<file path="config.mk">
export PLATFORM = sky130hd
export DESIGN_NAME = mra_top
export DESIGN_NICKNAME = d
export VERILOG_FILES = /design/src/rtl/mra_top.v /design/src/rtl/mra_length_check.v /design/src/rtl/mra_mapper.v
export VERILOG_INCLUDE_DIRS = /design/src /design/src/rtl
export SDC_FILE = /design/constraint.sdc
export NUM_CORES = 2
export LEC_CHECK = 0
export BUFFER_PORTS_ARGS = -buffer_cell sky130_fd_sc_hd__buf_2
export CORE_MARGIN = 1
export CORE_UTILIZATION = 40
export DETAILED_ROUTE_END_ITERATION = 7
export PLACE_DENSITY = 0.55
export SYNTH_ARGS = -nofsm -noshare
export SYNTH_HDL_FRONTEND = slang
export SYNTH_HIERARCHICAL = 1
export SYNTH_SLANG_ARGS = --single-unit
</file>
<file path="constraint.sdc">
create_clock -name ref_clk -period 6.8 [get_ports ref_clk]
set_input_delay 0.34 -clock ref_clk [delete_from_list [all_inputs] [get_ports ref_clk]]
set_output_delay 0.34 -clock ref_clk [all_outputs]
set_load 0.005 [all_outputs]
</file>
<file path="src/rtl/mra_defs.vh">
// Constants for the relocation and abort block: field positions, codes, widths.
// Assumes inclusion by bare name from files under rtl/.
`ifndef MRA_DEFS_VH
`define MRA_DEFS_VH
`define MRA_OPT_KERNEL 2'h0
`define MRA_OPT_PREV 2'h1
`define MRA_OPT_CONSOLE 2'h2
`define MRA_OPT_CUR 2'h3
`define MRA_MODE_KERNEL 2'h0
`define MRA_MODE_ILLEGAL 2'h2
`define MRA_MUX_UPPER 2'h2
`define MRA_MUX_LOWER 2'h1
// Identity and console pairs sit at illegal mode, I space, pages 6 and 7, so no real pair is shadowed
`define MRA_CODE_IDENT 6'h26
`define MRA_CODE_CONSOLE 6'h27
`define MRA_ACF_NONRES0 2'h0
`define MRA_ACF_RO 2'h1
`define MRA_ACF_NONRES2 2'h2
`define MRA_IDENT_DESC_MASK 16'h7cff
`define MRA_REG_RESET 16'h0000
`define MRA_ENTRIES 64
`endif

</file>
<file path="src/rtl/mra_top.v">
// Relocation register file, register selection, mapping and abort logic.
// Assumes microsequencer supplies decoded operation strobes on ref_clk.
`include "mra_defs.vh"
// Notes on behaviour
// - Mode option selects kernel, previous, console, current
// - Console uses console pair, 22-bit, no aborts
// - Instruction stream uses current mode bits
// - Data space only when requested, enabled, permitted
// - Page select is virtual address bits 15:13
// - Six access bits select one register pair
// - Two mux bits pick upper, lower or none
// - Console descriptor is scratch, no bypass effect
// - Identity base reads page select, read-only
// - Identity descriptor bits 15,9,8 read zero
// - Enable bit clear selects 16-bit; bit 4 chooses width
// - 16-bit mapping adds block to identity base
// - 18-bit mapping uses base bits 11:0
// - 22-bit mapping uses full base field
// - Adder sums base field and block number
// - Input latch takes prefetch PC or source register
// - Results go to prefetch or data latches
// - Length check honours expansion direction
// - Abort on illegal mode, non-resident, length
// - Abort on write to read-only page
// - Abort output asserted low at T-25
// - Demand cycles record cause when flags clear
// - Prefetch ORs causes into prefetch status bit
module mra_top (
    input wire ref_clk,
    input wire rst,
    input wire clk_en,
    input wire istream_op,
    input wire dstream_op,
    input wire write_op,
    input wire demand_cycle,
    input wire t25_point,
    input wire [1:0] mode_option,
    input wire [1:0] space_bits,
    input wire [15:0] prefetch_virtual_pc,
    input wire [15:0] a_port_operand_bus,
    input wire [15:0] source_reg_data,
    input wire [15:0] processor_status_word,
    input wire [15:0] mm_control_reg3,
    input wire [7:0] access_code,
    input wire reg_write,
    input wire [15:0] reg_wdata,
    input wire status_write,
    input wire [15:0] status_wdata,
    output wire [15:0] mmu_data_bus,
    output reg [21:0] prefetch_physical_pc,
    output reg [3:0] prefetch_status,
    output reg [21:0] output_latch,
    output reg [1:0] bank_latch,
    output reg bypass_latch,
    output reg abort_latch,
    output reg [15:0] mm_status_reg0,
    output wire abort_out_n
);
    reg [15:0] base_mem [0:`MRA_ENTRIES-1];
    reg [15:0] desc_mem [0:`MRA_ENTRIES-1];
    reg abort_pend_reg;
    reg [15:0] status_next;
    reg d_enable;
    reg [1:0] mode_sel;
    reg [15:0] sel_base;
    reg [15:0] sel_desc;
    reg [15:0] mux_out;
    wire relocating;
    wire console;
    wire enable;
    wire map16;
    wire map22;
    wire d_space;
    wire [2:0] page_sel;
    wire [5:0] rel_code;
    wire [5:0] reg_code;
    wire [15:0] virt_addr;
    wire length_error;
    wire [21:0] phys_addr;
    wire aborts_on;
    wire cause_nonres;
    wire cause_length;
    wire cause_wp;
    wire any_abort;
    wire wr_upper;
    wire wr_lower;
    wire [`MRA_ENTRIES-1:0] desc_we;
    wire [`MRA_ENTRIES-1:0] base_we;
    genvar g;

    assign relocating = istream_op | dstream_op;
    assign enable = mm_status_reg0[0];

    // Mode: prefetch always current; data from option field
    always @* begin
        if (istream_op) begin
            mode_sel = processor_status_word[15:14];
        end else begin
            case (mode_option)
                `MRA_OPT_KERNEL: mode_sel = `MRA_MODE_KERNEL;
                `MRA_OPT_PREV: mode_sel = processor_status_word[13:12];
                `MRA_OPT_CUR: mode_sel = processor_status_word[15:14];
                default: mode_sel = `MRA_MODE_ILLEGAL;
            endcase
        end
    end

    assign console = dstream_op & (mode_option == `MRA_OPT_CONSOLE);
    assign map22 = console | (enable & mm_control_reg3[4]);
    assign map16 = ~console & ~enable;
    // Per-mode data space permission; the illegal mode borrows bit 2, harmless as it aborts anyway
    always @* begin
        case (mode_sel)
            2'h0: d_enable = mm_control_reg3[0];
            2'h1: d_enable = mm_control_reg3[1];
            default: d_enable = mm_control_reg3[2];
        endcase
    end

    // Data space needs request, enable and per-mode permission
    assign d_space = dstream_op & (space_bits != 2'h0) & enable & d_enable;
    // Page select comes straight from the live inputs
    assign page_sel = istream_op ? prefetch_virtual_pc[15:13] : a_port_operand_bus[15:13];
    assign rel_code = console ? `MRA_CODE_CONSOLE : (map16 ? `MRA_CODE_IDENT :
                      {mode_sel, d_space, page_sel});
    assign reg_code = relocating ? rel_code : access_code[5:0];

    // Whole pair read during relocation; identity base is synthesized, its descriptor masked
    always @* begin
        sel_base = base_mem[reg_code];
        sel_desc = desc_mem[reg_code];
        if (reg_code == `MRA_CODE_IDENT) begin
            sel_base = {6'h00, page_sel, 7'h00};
            sel_desc = desc_mem[reg_code] & `MRA_IDENT_DESC_MASK;
        end
        case (access_code[7:6])
            `MRA_MUX_UPPER: mux_out = sel_desc;
            `MRA_MUX_LOWER: mux_out = sel_base;
            default: mux_out = 16'h0000;
        endcase
    end
    assign mmu_data_bus = relocating ? 16'h0000 : mux_out;

    // Input latch is transparent; the whole relocation settles within the request cycle
    assign virt_addr = istream_op ? prefetch_virtual_pc : source_reg_data;

    mra_length_check u_len (
        .block_number(virt_addr[12:6]),
        .length_field(sel_desc[14:8]),
        .expand_downward(sel_desc[3]),
        .length_error(length_error)
    );

    mra_mapper u_map (
        .virt_addr(virt_addr),
        .page_address_field(sel_base),
        .map16(map16),
        .map22(map22),
        .phys_addr(phys_addr)
    );

    assign aborts_on = enable & ~console;
    assign cause_nonres = (mode_sel == `MRA_MODE_ILLEGAL) | (sel_desc[2:1] == `MRA_ACF_NONRES0) |
                          (sel_desc[2:1] == `MRA_ACF_NONRES2);
    assign cause_length = length_error;
    assign cause_wp = dstream_op & write_op & (sel_desc[2:1] == `MRA_ACF_RO);
    assign any_abort = relocating & aborts_on & (cause_nonres | cause_length | cause_wp);

    // Abort shows only at T-25, held from the relocation cycle
    assign abort_out_n = ~(abort_pend_reg & t25_point);

    // Write strobes; relocation owns the file, so a microcode write in that cycle is dropped
    assign wr_upper = clk_en & reg_write & ~relocating & (access_code[7:6] == `MRA_MUX_UPPER);
    assign wr_lower = clk_en & reg_write & ~relocating & (access_code[7:6] == `MRA_MUX_LOWER) &
                      (reg_code != `MRA_CODE_IDENT);
    assign desc_we = {{(`MRA_ENTRIES-1){1'b0}}, wr_upper} << reg_code;
    assign base_we = {{(`MRA_ENTRIES-1){1'b0}}, wr_lower} << reg_code;

    // One entry per pair; each half has its own strobe
    generate
        for (g = 0; g < `MRA_ENTRIES; g = g + 1) begin : gen_entry
            // Descriptor half; the console entry is scratch and drives no bypass
            always @(posedge ref_clk) begin
                if (rst) begin
                    desc_mem[g] <= `MRA_REG_RESET;
                end else if (desc_we[g]) begin
                    desc_mem[g] <= reg_wdata;
                end
            end
            // Base half; the identity entry never takes a write, its view is synthesised
            always @(posedge ref_clk) begin
                if (rst) begin
                    base_mem[g] <= `MRA_REG_RESET;
                end else if (base_we[g]) begin
                    base_mem[g] <= reg_wdata;
                end
            end
        end
    endgenerate

    // Status next value: software write first, hardware recording on top so the set wins
    always @* begin
        status_next = mm_status_reg0;
        if (status_write) begin
            status_next = {status_wdata[15:13], 6'h00, mm_status_reg0[6:1], status_wdata[0]};
        end
        // Recording is frozen while any flag is already set
        if (any_abort && demand_cycle && mm_status_reg0[15:13] == 3'h0) begin
            status_next[15:13] = {cause_nonres, cause_length, cause_wp};
        end
    end

    // Result latches and status recording
    always @(posedge ref_clk) begin
        if (rst) begin
            abort_pend_reg <= 1'b0;
            prefetch_physical_pc <= 22'h00_0000;
            prefetch_status <= 4'h0;
            output_latch <= 22'h00_0000;
            bank_latch <= 2'h0;
            bypass_latch <= 1'b0;
            abort_latch <= 1'b0;
            mm_status_reg0 <= 16'h0000;
        end else if (clk_en) begin
            if (relocating) begin
                abort_pend_reg <= any_abort;
            end else if (t25_point) begin
                abort_pend_reg <= 1'b0;
            end
            if (istream_op) begin
                prefetch_physical_pc <= phys_addr;
                prefetch_status <= {2'h0, 1'b0, any_abort};
            end
            if (dstream_op) begin
                output_latch <= phys_addr;
                bank_latch <= 2'h0;
                bypass_latch <= 1'b0;
                abort_latch <= any_abort;
            end
            mm_status_reg0 <= status_next;
        end
    end
endmodule

</file>
<file path="src/rtl/mra_length_check.v">
// Page length comparator: block number against descriptor length field.
// Assumes block number comes from the input latch, same clock.
module mra_length_check (
    input wire [6:0] block_number,
    input wire [6:0] length_field,
    input wire expand_downward,
    output wire length_error
);
    // Only the carry matters, so plain magnitude compares suffice
    assign length_error = expand_downward ? (block_number < length_field) :
                          (block_number > length_field);
endmodule

</file>
<file path="src/rtl/mra_mapper.v">
// Address adder and adjust logic for 16-, 18- and 22-bit mapping.
// Assumes base and virtual address are stable within the cycle.
module mra_mapper (
    input wire [15:0] virt_addr,
    input wire [15:0] page_address_field,
    input wire map16,
    input wire map22,
    output wire [21:0] phys_addr
);
    wire [15:0] sum;
    wire [21:0] pa16;
    wire [21:0] pa18;
    // Upper 16 bits are base plus block number
    assign sum = page_address_field + {9'h000, virt_addr[12:6]};
    assign pa16 = {{6{&sum[9:7]}}, sum[9:0], virt_addr[5:0]};
    assign pa18 = {{4{&sum[11:7]}}, sum[11:0], virt_addr[5:0]};
    assign phys_addr = map22 ? {sum, virt_addr[5:0]} : (map16 ? pa16 : pa18);
endmodule

</file>
==> out/results.ini <==
[clock_network]
numClockSinks=2086
clock_path_buffers=3
cts.clk_slew.worst_paths_ns=0.06
cts_buffers=221
clk_latency_ns=0.91
htreeDepth=4
cts-root-buf=clkbuf_16
cts_tree=done

[power]
seq_power_share_pct=49.4
p_int_w=0.0219
powerDensity_nw_per_um2=264
combPwrFrac_pct=10.4
p_sw_share_pct=25.9
p_leak_nw=41.8
power_w=0.0296
power.share.clock_pct=40.2
ir_drop_uv=304
p_sw_w=0.00765

[cells_and_area]
reg_top3=desc_mem (1022), base_mem (1013)
largest_reg_flops=1022
layout-drive-gt1-share_pct=12.0
top_register=desc_mem
area_growth_pct=12.9
fillCellCount=22500
layout.nets=8778

[die]
rows=182
dieHeight_um=500
num_io_pins=219
coreArea_um2=246000
die_w_um=500
start_util_pct=40.3
die_area_um2=250000

[worst_setup_path]
worstSetupStartpointType=flip-flop
required_ns=7.60
cpMaxStageDelayCell=a211oi_1
slowest_delay_ns=1.02
crit_type=flip-flop to flip-flop
path_cells=o21ai_1, o31a_2, buf_12, mux4_2, a211oi_1, a21oi_1, a211oi_1, a211oi_1, inv_1, ha_1, a21oi_1, o221ai_2, mux2i_1, nor2_1, nand3_1, o21ai_0, a32oi_1, dlygate4sd3_1, a211oi_1
crit_fanout=20
end_kind=flip-flop
critPathMostFrequentCell=a211oi_1
cp_data_arrival_time_ns=7.43

[route]
drc=0
drt_iter0_drc=8179
avgViaCountPerCell=5.62
wl_mm=330
routed-via-count=68200
dr.pass1.iters=8
ant_nets=0
wl_per_cell_um=27.2

[timing]
setup_viol=0
relSlewSlack_pct=10.8
timing_hold_violations_final=0
finClkSkew_ns=0.0498
timing.fmax_mhz=151
setup_slack_ns=0.170
slew_viol_final=0
rsz0062_at_grt=no
setup_tns_ns=0
holdWs_ns=0.0580
tightest_slew_ns=1.33
period_minus_slack_ns=6.63
fin_crit_sh_pct=97.5

[global_route]
grt_start_max_net_pins=88
grt_usage_pct=26.0
grt_overflow_total=0
grt_pass1_vias=65700
grt_pass1_wl_mm=475
antenna_found_initial=15

[status]
status=finished clean

[placement]
gp_congestion=0.883
dpl_worst_slack_ns=0.407
place.port_buffers=148
dp_hpwl_mm=203

[synthesis]
synth.cell_area_um2=99400
syn_inst=8622
avgSynthCellArea_um2=11.5
synth_warnings=6

[flow_run]
maxCapViolations=0

[hold_path]
hold_class=input pin to flip-flop

[cell type report]
class | count | area (um^2) | area share [%]
antenna | 10 | 25.0 | 0.0223
clock buffer | 265 | 5760 | 5.14
clock inverter | 147 | 1260 | 1.12
inverter | 15 | 56.3 | 0.0502
multi-input combinational | 5712 | 34000 | 30.3
sequential | 2086 | 62100 | 55.4
tap | 3312 | 4140 | 3.69
timing repair buffer | 591 | 4770 | 4.25
[through the flow]
step,area (um^2),utilization (%),cells
2_1_floorplan,99400,-,8644
3_3_place_gp,105000,42.6,11700
3_5_place_dp,105000,42.6,11700
4_1_cts,112000,45.5,12100
5_1_grt,112000,45.5,12100
6_report,112000,45.5,12100
[repair_timing]
item,in CTS,in global routing
gates resized for setup,0,0
setup buffers,0,0
hold buffers,25,0
hold endpoints to repair,37,0
[critical path: cells and delay by family (launching register included)]
family	cells	cell delay (ns)
flops	1	0.41
simple gates	2	0.38
buf+inv	3	1.01
fa+ha+maj	1	0.27
mux	2	0.51
compound gates	11	3.90
[final timing paths]
| check | start | endpoint | slack (ns) | depth (start not counted) |
|---|---|---|---|---|
| setup / recovery | mm_status_reg0[0]$_SDFFE_PP0P_ | mm_status_reg0[13]$_SDFFE_PP0P_ | 0.17 | 19 |
| hold / removal | reg_wdata[7] | desc_mem[24][7]$_SDFFCE_PN0P_ | 0.06 | 2 |
| setup reg to reg | mm_status_reg0[0]$_SDFFE_PP0P_ | mm_status_reg0[13]$_SDFFE_PP0P_ | 0.17 | 19 |
| hold reg to reg | output_latch[3]$_SDFFE_PP0P_ | output_latch[3]$_SDFFE_PP0P_ | 0.45 | 2 |
[metal layers]
| metal | wire length, um | global-route usage (%) | share of wire [%] |
|---|---|---|---|
| met5 | 23 | 0 | 0.0070 |
| met4 | 9530 | 7.84 | 2.9 |
| met3 | 26700 | 4.34 | 8.1 |
| met2 | 151000 | 40.8 | 46 |
| met1 | 143000 | 37.0 | 43 |
[cell usage in the layout (no fill, tap or decap), types with 88 or more instances in the layout]
cell / instances
nor2_1: 171
buf_2: 131
a311oi_1: 156
edfxtp_1: 2035
buf_4: 376
a21oi_1: 199
nand3_1: 499
clkbuf_16: 223
and3_1: 117
a211oi_1: 88
and2_1: 2038
mux2i_1: 194
nand2_1: 1505
[power by group through the flow]
stage / combinational (W) / clock, W / sequential [W]
after detailed placement: 0.00304 / 0 / 0.0149
after CTS: 0.00306 / 0.0120 / 0.0146
final: 0.00308 / 0.0119 / 0.0146
after global placement: 0.00302 / 0 / 0.0149
after floorplan: 0.00167 / 0 / 0.0149
after global routing: 0.00325 / 0.0125 / 0.0146
Note: power is estimated with default switching activity, not from simulation.
